File: config.mk
export PLATFORM = sky130hd
export DESIGN_NAME = presettable_binary_counter4
export DESIGN_NICKNAME = d
export VERILOG_FILES = /design/src/rtl/presettable_binary_counter4.v /design/src/rtl/count_stage4.v
export VERILOG_INCLUDE_DIRS = /design/src /design/src/rtl
export SDC_FILE = /design/constraint.sdc
export NUM_CORES = 1
export LEC_CHECK = 0
export BUFFER_PORTS_ARGS = -buffer_cell sky130_fd_sc_hd__buf_2
export CAP_MARGIN = 20
export CORE_UTILIZATION = 35
export DETAILED_ROUTE_END_ITERATION = 8
export PLACE_DENSITY = 0.62
export SYNTH_ARGS = -nofsm -noshare
export SYNTH_HDL_FRONTEND = slang
export SYNTH_HIERARCHICAL = 1
export SYNTH_SLANG_ARGS = --single-unit
File: constraint.sdc
create_clock -name sys_clk_i -period 3.4 [get_ports sys_clk_i]
set_input_delay 0.17 -clock sys_clk_i [delete_from_list [all_inputs] [get_ports sys_clk_i]]
set_output_delay 0.17 -clock sys_clk_i [all_outputs]
set_load 0.05 [all_outputs]
File: src/rtl/presettable_binary_counter4_regs.vh
// register map, field positions, reset values and action codes of the
// presettable binary counter; included by the counter files by bare name
`ifndef PRESETTABLE_BINARY_COUNTER4_REGS_VH
`define PRESETTABLE_BINARY_COUNTER4_REGS_VH

// byte addresses of the word registers
`define PBC_CTRL_OFS        8'h00
`define PBC_PRESET_OFS      8'h04
`define PBC_STATUS_OFS      8'h08
`define PBC_WRAPS_OFS       8'h0c
`define PBC_CMD_OFS         8'h10

// control register fields
`define PBC_CTRL_GATE_BIT   0
`define PBC_CTRL_RST        1'h1

// command register fields (write only, read as zero)
`define PBC_CMD_LOAD_BIT    0
`define PBC_CMD_CLEAR_BIT   1

// status register fields
`define PBC_STAT_COUNT_LSB  0
`define PBC_STAT_COUNT_MSB  3
`define PBC_STAT_TERM_BIT   4
`define PBC_STAT_ACT_LSB    8
`define PBC_STAT_ACT_MSB    9
`define PBC_STAT_ASYNC_BIT  16

// reset values
`define PBC_PRESET_RST      4'h0
`define PBC_WRAPS_RST       16'h0000

// action taken at the last clock edge
`define PBC_ACT_HOLD        2'h0
`define PBC_ACT_COUNT       2'h1
`define PBC_ACT_LOAD        2'h2
`define PBC_ACT_CLEAR       2'h3

// ahb-lite transfer type bit that marks an active transfer
`define PBC_HTRANS_ACTIVE   1

`endif

File: src/rtl/presettable_binary_counter4.v
// top of the presettable binary counter with its ahb-lite register slave
// assumes one clock, synchronous active-high rst_i and synchronous pins;
// the single slave's hreadyout serves as the bus's hready
//
// Decided for this implementation: register access over AHB-Lite and the address map.
`include "presettable_binary_counter4_regs.vh"

module presettable_binary_counter4 #(
  parameter WIDTH       = 4,
  parameter ASYNC_CLEAR = 1,
  parameter WRAP_WIDTH  = 16
) (
  input  wire             sys_clk_i,
  input  wire             rst_i,
  // counter pins
  input  wire             async_clear_n_i,
  input  wire             sync_clear_n_i,
  input  wire             load_n_i,
  input  wire             enable_parallel_i,
  input  wire             enable_trickle_i,
  input  wire [WIDTH-1:0] preset_value_i,
  output wire [WIDTH-1:0] count_value_o,
  output reg              terminal_flag_o,
  // ahb-lite slave
  input  wire             hsel_i,
  input  wire [31:0]      haddr_i,
  input  wire [1:0]       htrans_i,
  input  wire             hwrite_i,
  input  wire [2:0]       hsize_i,
  input  wire [31:0]      hwdata_i,
  input  wire             hready_i,
  output reg  [31:0]      hrdata_o,
  output reg              hreadyout_o,
  output reg              hresp_o
);

  // -------------------------------------------------------------------
  // bus address phase capture
  // -------------------------------------------------------------------
  reg        wr_pending;
  reg [7:0]  wr_addr;
  wire       addr_phase;
  wire       take_write;
  wire       take_read;

  assign addr_phase = hsel_i & htrans_i[`PBC_HTRANS_ACTIVE] & hready_i;
  assign take_write = addr_phase & hwrite_i;
  assign take_read  = addr_phase & ~hwrite_i;

  always @(posedge sys_clk_i) begin
    if (rst_i) begin
      wr_pending <= 1'b0;
      wr_addr    <= 8'h00;
    end else begin
      wr_pending <= take_write;
      if (take_write) begin
        wr_addr <= haddr_i[7:0];
      end
    end
  end

  // data phase of a write
  wire wr_ctrl;
  wire wr_preset;
  wire wr_wraps;
  wire wr_cmd;

  assign wr_ctrl   = wr_pending & (wr_addr == `PBC_CTRL_OFS);
  assign wr_preset = wr_pending & (wr_addr == `PBC_PRESET_OFS);
  assign wr_wraps  = wr_pending & (wr_addr == `PBC_WRAPS_OFS);
  assign wr_cmd    = wr_pending & (wr_addr == `PBC_CMD_OFS);

  // -------------------------------------------------------------------
  // software registers
  // -------------------------------------------------------------------
  reg             count_gate;
  reg [WIDTH-1:0] sw_preset;
  reg             sw_load;
  reg             sw_clear;

  always @(posedge sys_clk_i) begin
    if (rst_i) begin
      count_gate <= `PBC_CTRL_RST;
      sw_preset  <= `PBC_PRESET_RST;
    end else begin
      if (wr_ctrl) begin
        count_gate <= hwdata_i[`PBC_CTRL_GATE_BIT];
      end
      if (wr_preset) begin
        sw_preset <= hwdata_i[WIDTH-1:0];
      end
    end
  end

  // commands become one-cycle strobes the edge after the data phase
  always @(posedge sys_clk_i) begin
    if (rst_i) begin
      sw_load  <= 1'b0;
      sw_clear <= 1'b0;
    end else begin
      sw_load  <= wr_cmd & hwdata_i[`PBC_CMD_LOAD_BIT];
      sw_clear <= wr_cmd & hwdata_i[`PBC_CMD_CLEAR_BIT];
    end
  end

  // -------------------------------------------------------------------
  // counter controls
  // -------------------------------------------------------------------
  wire             pin_sync_clear;
  wire             core_clear;
  wire             core_load;
  wire [WIDTH-1:0] core_preset;
  wire             core_enable_p;
  wire [1:0]       last_action;
  wire             wrap;

  // the synchronous clear pin only acts in the synchronous variant
  assign pin_sync_clear = (ASYNC_CLEAR == 0) ? ~sync_clear_n_i : 1'b0;
  assign core_clear     = rst_i | sw_clear | pin_sync_clear;
  assign core_load      = ~load_n_i | sw_load;
  // a pin load wins over a software load in the same cycle
  assign core_preset    = load_n_i ? sw_preset : preset_value_i;
  // gate acts on the parallel enable so the trickle chain is untouched
  assign core_enable_p  = enable_parallel_i & count_gate;

  count_stage4 #(
    .WIDTH       (WIDTH),
    .ASYNC_CLEAR (ASYNC_CLEAR)
  ) u_stage (
    .sys_clk_i         (sys_clk_i),
    .async_clear_n_i   ((ASYNC_CLEAR != 0) ? async_clear_n_i : 1'b1),
    .sync_clear_i      (core_clear),
    .load_i            (core_load),
    .enable_parallel_i (core_enable_p),
    .enable_trickle_i  (enable_trickle_i),
    .preset_value_i    (core_preset),
    .count_value_o     (count_value_o),
    .last_action_o     (last_action),
    .wrap_o            (wrap)
  );

  // decoded from the stage flops and the trickle enable; cascaded parts
  // should use it as an enable, never as a clock or reset
  always @* begin
    terminal_flag_o = enable_trickle_i & (&count_value_o);
  end

  // -------------------------------------------------------------------
  // wrap counter: counting edges that roll fifteen over to zero
  // -------------------------------------------------------------------
  reg [WRAP_WIDTH-1:0] wraps;
  reg [WRAP_WIDTH-1:0] next_wraps;

  // a wrap in the clearing cycle is kept: the clear goes first
  always @* begin
    next_wraps = wraps;
    if (wr_wraps) begin
      next_wraps = {WRAP_WIDTH{1'b0}};
    end
    if (wrap) begin
      next_wraps = next_wraps + {{(WRAP_WIDTH-1){1'b0}}, 1'b1};
    end
  end

  always @(posedge sys_clk_i) begin
    if (rst_i) begin
      wraps <= `PBC_WRAPS_RST;
    end else begin
      wraps <= next_wraps;
    end
  end

  // -------------------------------------------------------------------
  // read mux, sampled at the address phase edge
  // -------------------------------------------------------------------
  reg [31:0] next_rdata;

  always @* begin
    next_rdata = 32'h0000_0000;
    case (haddr_i[7:0])
      `PBC_CTRL_OFS: begin
        next_rdata[`PBC_CTRL_GATE_BIT] = count_gate;
      end
      `PBC_PRESET_OFS: begin
        next_rdata[WIDTH-1:0] = sw_preset;
      end
      `PBC_STATUS_OFS: begin
        next_rdata[`PBC_STAT_COUNT_MSB:`PBC_STAT_COUNT_LSB] = count_value_o;
        next_rdata[`PBC_STAT_TERM_BIT]                       = terminal_flag_o;
        next_rdata[`PBC_STAT_ACT_MSB:`PBC_STAT_ACT_LSB]     = last_action;
        next_rdata[`PBC_STAT_ASYNC_BIT]                      = (ASYNC_CLEAR != 0);
      end
      `PBC_WRAPS_OFS: begin
        next_rdata[WRAP_WIDTH-1:0] = wraps;
      end
      default: begin
        next_rdata = 32'h0000_0000;
      end
    endcase
  end

  // zero wait states, always okay
  always @(posedge sys_clk_i) begin
    if (rst_i) begin
      hrdata_o    <= 32'h0000_0000;
      hreadyout_o <= 1'b1;
      hresp_o     <= 1'b0;
    end else begin
      hreadyout_o <= 1'b1;
      hresp_o     <= 1'b0;
      if (take_read) begin
        hrdata_o <= next_rdata;
      end
    end
  end

endmodule

File: src/rtl/count_stage4.v
// four-stage presettable up-counter with clear, load, count and hold
// assumes all controls are synchronous to sys_clk_i; the asynchronous
// clear is used only when ASYNC_CLEAR is set
`include "presettable_binary_counter4_regs.vh"

module count_stage4 #(
  parameter WIDTH       = 4,
  parameter ASYNC_CLEAR = 1
) (
  input  wire             sys_clk_i,
  input  wire             async_clear_n_i,
  input  wire             sync_clear_i,
  input  wire             load_i,
  input  wire             enable_parallel_i,
  input  wire             enable_trickle_i,
  input  wire [WIDTH-1:0] preset_value_i,
  output reg  [WIDTH-1:0] count_value_o,
  output reg  [1:0]       last_action_o,
  output wire             wrap_o
);

  reg [WIDTH-1:0] next_count;
  reg [1:0]       next_action;
  wire            count_en;
  wire            at_top;

  assign count_en = enable_parallel_i & enable_trickle_i;
  assign at_top   = &count_value_o;
  assign wrap_o   = ~sync_clear_i & ~load_i & count_en & at_top;

  // fixed precedence: clear, load, count, hold
  always @* begin
    next_count  = count_value_o;
    next_action = `PBC_ACT_HOLD;
    if (sync_clear_i) begin
      next_count  = {WIDTH{1'b0}};
      next_action = `PBC_ACT_CLEAR;
    end else if (load_i) begin
      next_count  = preset_value_i;
      next_action = `PBC_ACT_LOAD;
    end else if (count_en) begin
      next_count  = count_value_o + {{(WIDTH-1){1'b0}}, 1'b1};
      next_action = `PBC_ACT_COUNT;
    end
  end

  // all stages change together on the rising edge, or at once on the asynchronous clear when ASYNC_CLEAR is set
  generate
    if (ASYNC_CLEAR != 0) begin : g_async
      always @(posedge sys_clk_i or negedge async_clear_n_i) begin
        if (!async_clear_n_i) begin
          count_value_o <= {WIDTH{1'b0}};
          last_action_o <= `PBC_ACT_CLEAR;
        end else begin
          count_value_o <= next_count;
          last_action_o <= next_action;
        end
      end
    end else begin : g_sync
      always @(posedge sys_clk_i) begin
        count_value_o <= next_count;
        last_action_o <= next_action;
      end
    end
  endgenerate

endmodule

# After elaboration in Yosys (flattened, before gate mapping)
# Cells that the tools add are included.
[word_totals] in_bits=83 elab_cells=60 regBits=55
[op_classes] mux=16 bitwise_logic=22 n_reduce_logical=4 n_addsub=2 eq_ne=6
[op_table] op="2-to-1 mux 16 bit" n=2
[op_table] op="== test 8 x 4 -> 1 bit (second input constant)" n=3
[op_table] op="adder 16 x 1 -> 16 bit (second input constant)" n=1
[op_table] op="bitwise AND 1 bit" n=16
[op_table] op="== test 8 x 3 -> 1 bit (second input constant)" n=2
[op_table] op="logical NOT 8 bit" n=2
[op_table] op="2-to-1 mux 4 bit" n=4
[op_table] op="case mux 3 bit (3 select lines)" n=1
[op_table] op="== test 8 x 5 -> 1 bit (second input constant)" n=1
[op_table] op="2-to-1 mux 6 bit" n=1
[op_table] op="adder 4 x 1 -> 4 bit (second input constant)" n=1
[op_table] op="2-to-1 mux 2 bit" n=2
[op_table] op="inverter 1 bit" n=4
[op_table] op="case mux 1 bit (4 select lines)" n=1
[op_table] op="case mux 2 bit (2 select lines)" n=1
[op_table] op="AND reduction 4 bit" n=1
[op_table] op="2-to-1 mux 3 bit" n=1
[op_table] op="nonzero test 3 bit" n=1
[op_table] op="2-to-1 mux 1 bit" n=2
[op_table] op="bitwise OR 1 bit" n=2
[op_table] op="case mux 1 bit (2 select lines)" n=1

# Depth between registers and ports, before layout
[logic_depth] ltp_word=7 depth_mapped=10 depth_no_buf=8

# By module
# Netlist, hierarchy kept.
[modules_own_cells] module="presettable_binary_counter4" cells_per_inst=248 instances=1 seq_area_each_um2=980.9 area_per_inst_um2=2280.9
[modules_own_cells] module="count_stage4" cells_per_inst=29 instances=1 seq_area_each_um2=152.6 area_per_inst_um2=292.8

# Least setup slack after synthesis
# Ideal clock, no wire load.
[synth_path] path_type="input port to flip-flop" start="input port rst_i" end="register wraps[14]" n_path_buf=3 slack_ns=0.814 cell_stages=10 setup_time_ns=0.070 t_arrival_ns=2.516 cell_sequence="buf_6 clkbuf_1 or2_2 or2_2 nor3_1 and4_1 clkbuf_1 nand4_1 or3_1 a21oi_1"
[synth_via] elab_chain_len=6
[synth_lines] item="start: declaration" line="presettable_binary_counter4.v:14" source="input wire rst_i,"
[synth_lines] item="bitwise OR 1 bit" line="presettable_binary_counter4.v:119" source="assign core_clear = rst_i | sw_clear | pin_sync_clear;"
[synth_lines] item="via core_clear" line="presettable_binary_counter4.v:110" source="wire core_clear;"
[synth_lines] item="inverter 1 bit" line="count_stage4.v:29" source="assign wrap_o = ~sync_clear_i & ~load_i & count_en & at_top;"
[synth_lines] item="bitwise AND 1 bit (3 in a row)" line="count_stage4.v:29"
[synth_lines] item="via wrap" line="presettable_binary_counter4.v:115" source="wire wrap;"
[synth_lines] item="2-to-1 mux 16 bit" line="presettable_binary_counter4.v:160" source="if (wrap) begin"
[synth_lines] item="end signal: assignment" line="presettable_binary_counter4.v:167" source="wraps <= `PBC_WRAPS_RST;"
[synth_lines] item="end signal: assignment" line="presettable_binary_counter4.v:169" source="wraps <= next_wraps;"
[synth_lines] item="end: declaration" line="presettable_binary_counter4.v:151" source="reg [WRAP_WIDTH-1:0] wraps;"
# The timed path passes the listed nets, and every way through them passes these cells.
# A chain may end at the register's enable or synchronous reset.

# Worst setup path in the final report
[layout_path] start="register wr_addr[7]" end="register wraps[8]"
[layout_via] elab_chain_len=5
[layout_lines] item="start: declaration" line="presettable_binary_counter4.v:41" source="reg [7:0] wr_addr;"
[layout_lines] item="start signal: assignment" line="presettable_binary_counter4.v:57" source="wr_addr <= haddr_i[7:0];"
[layout_lines] item="== test 8 x 4 -> 1 bit (no line) (*)"
[layout_lines] item="bitwise AND 1 bit (*)" line="presettable_binary_counter4.v:70" source="assign wr_wraps = wr_pending & (wr_addr == `PBC_WRAPS_OFS);"
[layout_lines] item="2-to-1 mux 16 bit (*)" line="presettable_binary_counter4.v:157" source="if (wr_wraps) begin"
[layout_lines] item="adder 16 x 1 -> 16 bit" line="presettable_binary_counter4.v:161" source="next_wraps = next_wraps + {{(WRAP_WIDTH-1){1'b0}}, 1'b1};"
[layout_lines] item="2-to-1 mux 16 bit (*)" line="presettable_binary_counter4.v:160"
# Every way passes the cells marked *; elsewhere a longest branch is shown, timed or not.

==> implementation parameters <==
Parameter                              Value

Global routing
  Met2 track demand over resource    0.237
  Overall global routing resource usage    0.145
  GRT Residual Overflow    0
  Global-route wire length before repair    8620 um
  Number of antenna violations at the first check in global routing    0
  Met3 Track Usage GR    0.0320
  Busiest grt layer    met2
  Global routing usage on met1    0.178
  Via count of the first global-routing pass    1941
  Maximum number of pins on one net before global-route repair    27

Power
  Largest vdd supply drop    0.169 mV
  Leak Pwr    0.00119 uW
  Power density over the cells    401 mW/mm^2
  Total internal power    853 uW
  Portion of total power attributed to sequential cells    0.566
  NetSw    317 uW
  Combinational share of power    0.109
  Clock network power share    0.325
  Proportion of total power due to net switching    0.271

Route
  Number of nets with antenna violations after routing    0
  Starting DRT DRC Count    61
  Wire length after detailed routing    5240 um
  Via total after detailed routing    2021
  Vias per std cell    4.82
  DRC viols    0
  First-pass DRT Iterations    4
  Per-cell routed wire length    12.5 um

CTS
  Clock buffers created by TritonCTS    5
  Number of buffers on the longest clock path    2
  Clock-pin slew on the worst setup and hold paths    0.10 ns
  Clk_lat worst skew    0.31 ns
  # clock sinks    55
  CTS tree    built
  Postcts setup bufs    0
  Root cell of the clock tree    clkbuf_8
  CTS Hold Buffers Added    1
  Number of cells upsized or downsized after cts    0
  Number of H-tree branching levels    2

Setup path
  Count of buffering cells on the critical path with inverters included    0
  Critical path peak fanout    6
  Worst Path Class, Setup    flip-flop to flip-flop
  Cell family with most CP delay    simple AND/OR/NAND/NOR gates
  Cell with the biggest individual delay on the critical path    nor4_1
  Worst endpoint data arrival time    2.69 ns
  Slowest Stage Delay on Critical Path    0.59 ns
  CP most frequent cell    nand3_1
  Capturing element type of the critical path    flip-flop
  Required arrival time at the worst endpoint    3.60 ns
  List of cells traversed by the critical path    nor4_1 -> nand3_1 -> and2_1 -> ha_1 -> and4_1 -> nand3_1 -> xor2_1 -> nor2_1
  CP startpoint kind    flip-flop

Synth
  Avg Cell Area, Syn    9.29 um^2
  Number of flops mapped to enable cells by yosys    0
  Leading cell types by total area after synthesis    dfxtp_1 38%, buf_4 5.5%, a22o_1 5.1%
  Share of Yosys cell area claimed by the top area cell type    0.381
  Async S/R FF share, synth    0.109
  Combined area of all synthesized cells    0.00257 mm^2
  Distinct cell type count of the synthesized netlist    48
  Most instantiated flip-flop cell in the synthesis netlist    dfxtp_1
  Yosys top cell by area    dfxtp_1
  Yosys synthesis warning count    6
  Number of synthesized register bits    55
  Sequential cell area fraction in the yosys report    0.440
  Synthesized instance count    277

Die
  Vertical die dimension    87.8 um
  Num rows    30
  Width of the die    87.8 um
  Number of ports placed on the die boundary    122
  Die area    0.00770 mm^2
  Effective utilization at floorplan    0.371
  Core region area    0.00694 mm^2

Finish
  Inserted Diodes    0
  Share of cells above drive strength 1    0.229
  NumNets Final    407
  P&R area growth vs syn    13.3%

STA
  Time the worst path needs with I/O delays and setup    2.49 ns
  Slew @ Worst Pin    0.634 ns
  Total of endpoints with negative setup slack in the final report    0
  Relative slew slack    0.574
  RSZ-0062 raised after global routing    false
  Setup TNS Final    0 ns
  Count of final max-slew check failures    0
  Setup skew after layout    0.0108 ns
  Fin crit share    0.731
  Highest attainable clock frequency    402 MHz
  Final hold vios    0
  Minimum setup slack in the final design    0.914 ns

Placement
  Final Wtd Congestion    0.755
  Final HPWL from detailed placement    4000 um
  Pre-CTS setup slack    0.951 ns
  Number of I/O port buffers    47

Run status
  Result of the run    complete, no violations

Min path
  Worst min-delay path class    primary input to flip-flop

Job
  Number of max-cap violations    0
[placed cells by master, fill, tap and decap left out, drive strengths merged, types with 8 or more instances in the layout]
cell,instances
conb,17
nor2,30
a22o,15
nand3,15
dfxtp,49
buf,50
nand2,28
a21oi,13
mux2i,8
[layout make-up]
type,count,area (um^2)
fillers,698,4030
multi-input cells,204,1280
flip-flops and latches,55,1130
repair buffers,51,268
well taps,96,120
clock buffers,6,82.6
inverters,5,18.8
clock inverters,2,16.3
[metrics by stage]
stage / cell area (um^2) / hold slack [ns] / util / std cells / power [uW]
after floorplan: 2630 / -0.126 / - / 292 / 786
after global routing: 2920 / 0.0844 / 0.420 / 419 / 1220
after global placement: 2800 / -0.00322 / 0.403 / 409 / 801
after CTS: 2910 / 0.0704 / 0.419 / 418 / 1180
final: 2920 / 0.0775 / 0.420 / 419 / 1170
after detailed placement: 2800 / 0.000567 / 0.403 / 409 / 803
[state kept, by name (all words and copies together), names as in the netlist]
name	flops
hrdata_o	17
wraps	16
wr_addr	8
sw_preset	4
u_stage/count_value_o	4
u_stage/last_action_o	2
count_gate	1
sw_clear	1
sw_load	1
wr_pending	1
[metal layers]
metal | vias up | share of wire
met5 | - | 0
met4 | 0 | 0.029
met3 | 12 | 0.043
met2 | 59 | 0.46
met1 | 920 | 0.46
li1 | 1030 | -
[logic make-up (layout without fill, tap and decap cells)]
family,count (synthesis),in the layout,synth area share
AND/OR/NAND/NOR,112,112,0.223
flip-flops,55,55,0.440
AO/OA/AOI/OAI,44,44,0.124
buffers and inverters,33,64,0.0856
multiplexers,16,16,0.0705
XOR/XNOR,13,13,0.0442
adder cells (fa/ha/maj),2,2,0.00972
other,2,17,0.00292
[worst paths after layout]
kind                                           from                                    to  slack (ns)  depth (start not counted)
setup / recovery            wr_addr[7]$_SDFFE_PP0P_                   wraps[8]$_SDFF_PP0_        0.91                          8
hold / removal                          hwdata_i[1]                   sw_clear$_SDFF_PP0_        0.08                          3
setup reg to reg            wr_addr[7]$_SDFFE_PP0P_                   wraps[8]$_SDFF_PP0_        0.91                          8
hold reg to reg            hrdata_o[0]$_SDFFE_PP0P_              hrdata_o[0]$_SDFFE_PP0P_        0.47                          2
max in group asynchronous           async_clear_n_i    u_stage/last_action_o[1]$_DFF_PN1_        2.97                          2
min in group asynchronous           async_clear_n_i  u_stage/count_value_o[0]$_DFFE_PN0P_        0.21                          2
[synthesized netlist by cell type, types with 2 or more instances]
cell type,count
nor4_1,5
nand3_1,15
ha_1,2
inv_1,5
or2_2,2
nor2_1,30
conb_1,2
nand2_1,27
and2_1,3
o21ai_0,3
and4_1,2
o2bb2ai_1,5
a21oi_1,13
dfstp_2,2
nand4b_1,2
nand2b_1,4
a211oi_1,2
or3_1,3
a22o_1,15
buf_4,19
xnor2_1,7
xor2_1,6
mux2i_1,8
a311oi_1,2
dfrtp_1,4
mux2_2,7
buf_6,3
clkbuf_1,4
nand4_1,5
dfxtp_1,49
nor3_1,4
[tightest hold or removal path: stages]
cell and delay, ns:
buf_2 0.11, inv_1 0.04, nor2_1 0.03
[power groups by stage]
stage          registers, uW  clock network [uW]  logic (uW)
6_report                 662                 380         128
3_5_place_dp             676                   0         127
2_1_floorplan            684                   0         101
5_1_grt                  663                 418         139
4_1_cts                  661                 394         128
3_3_place_gp             676                   0         126
Note: power is estimated with default switching activity, not from simulation.
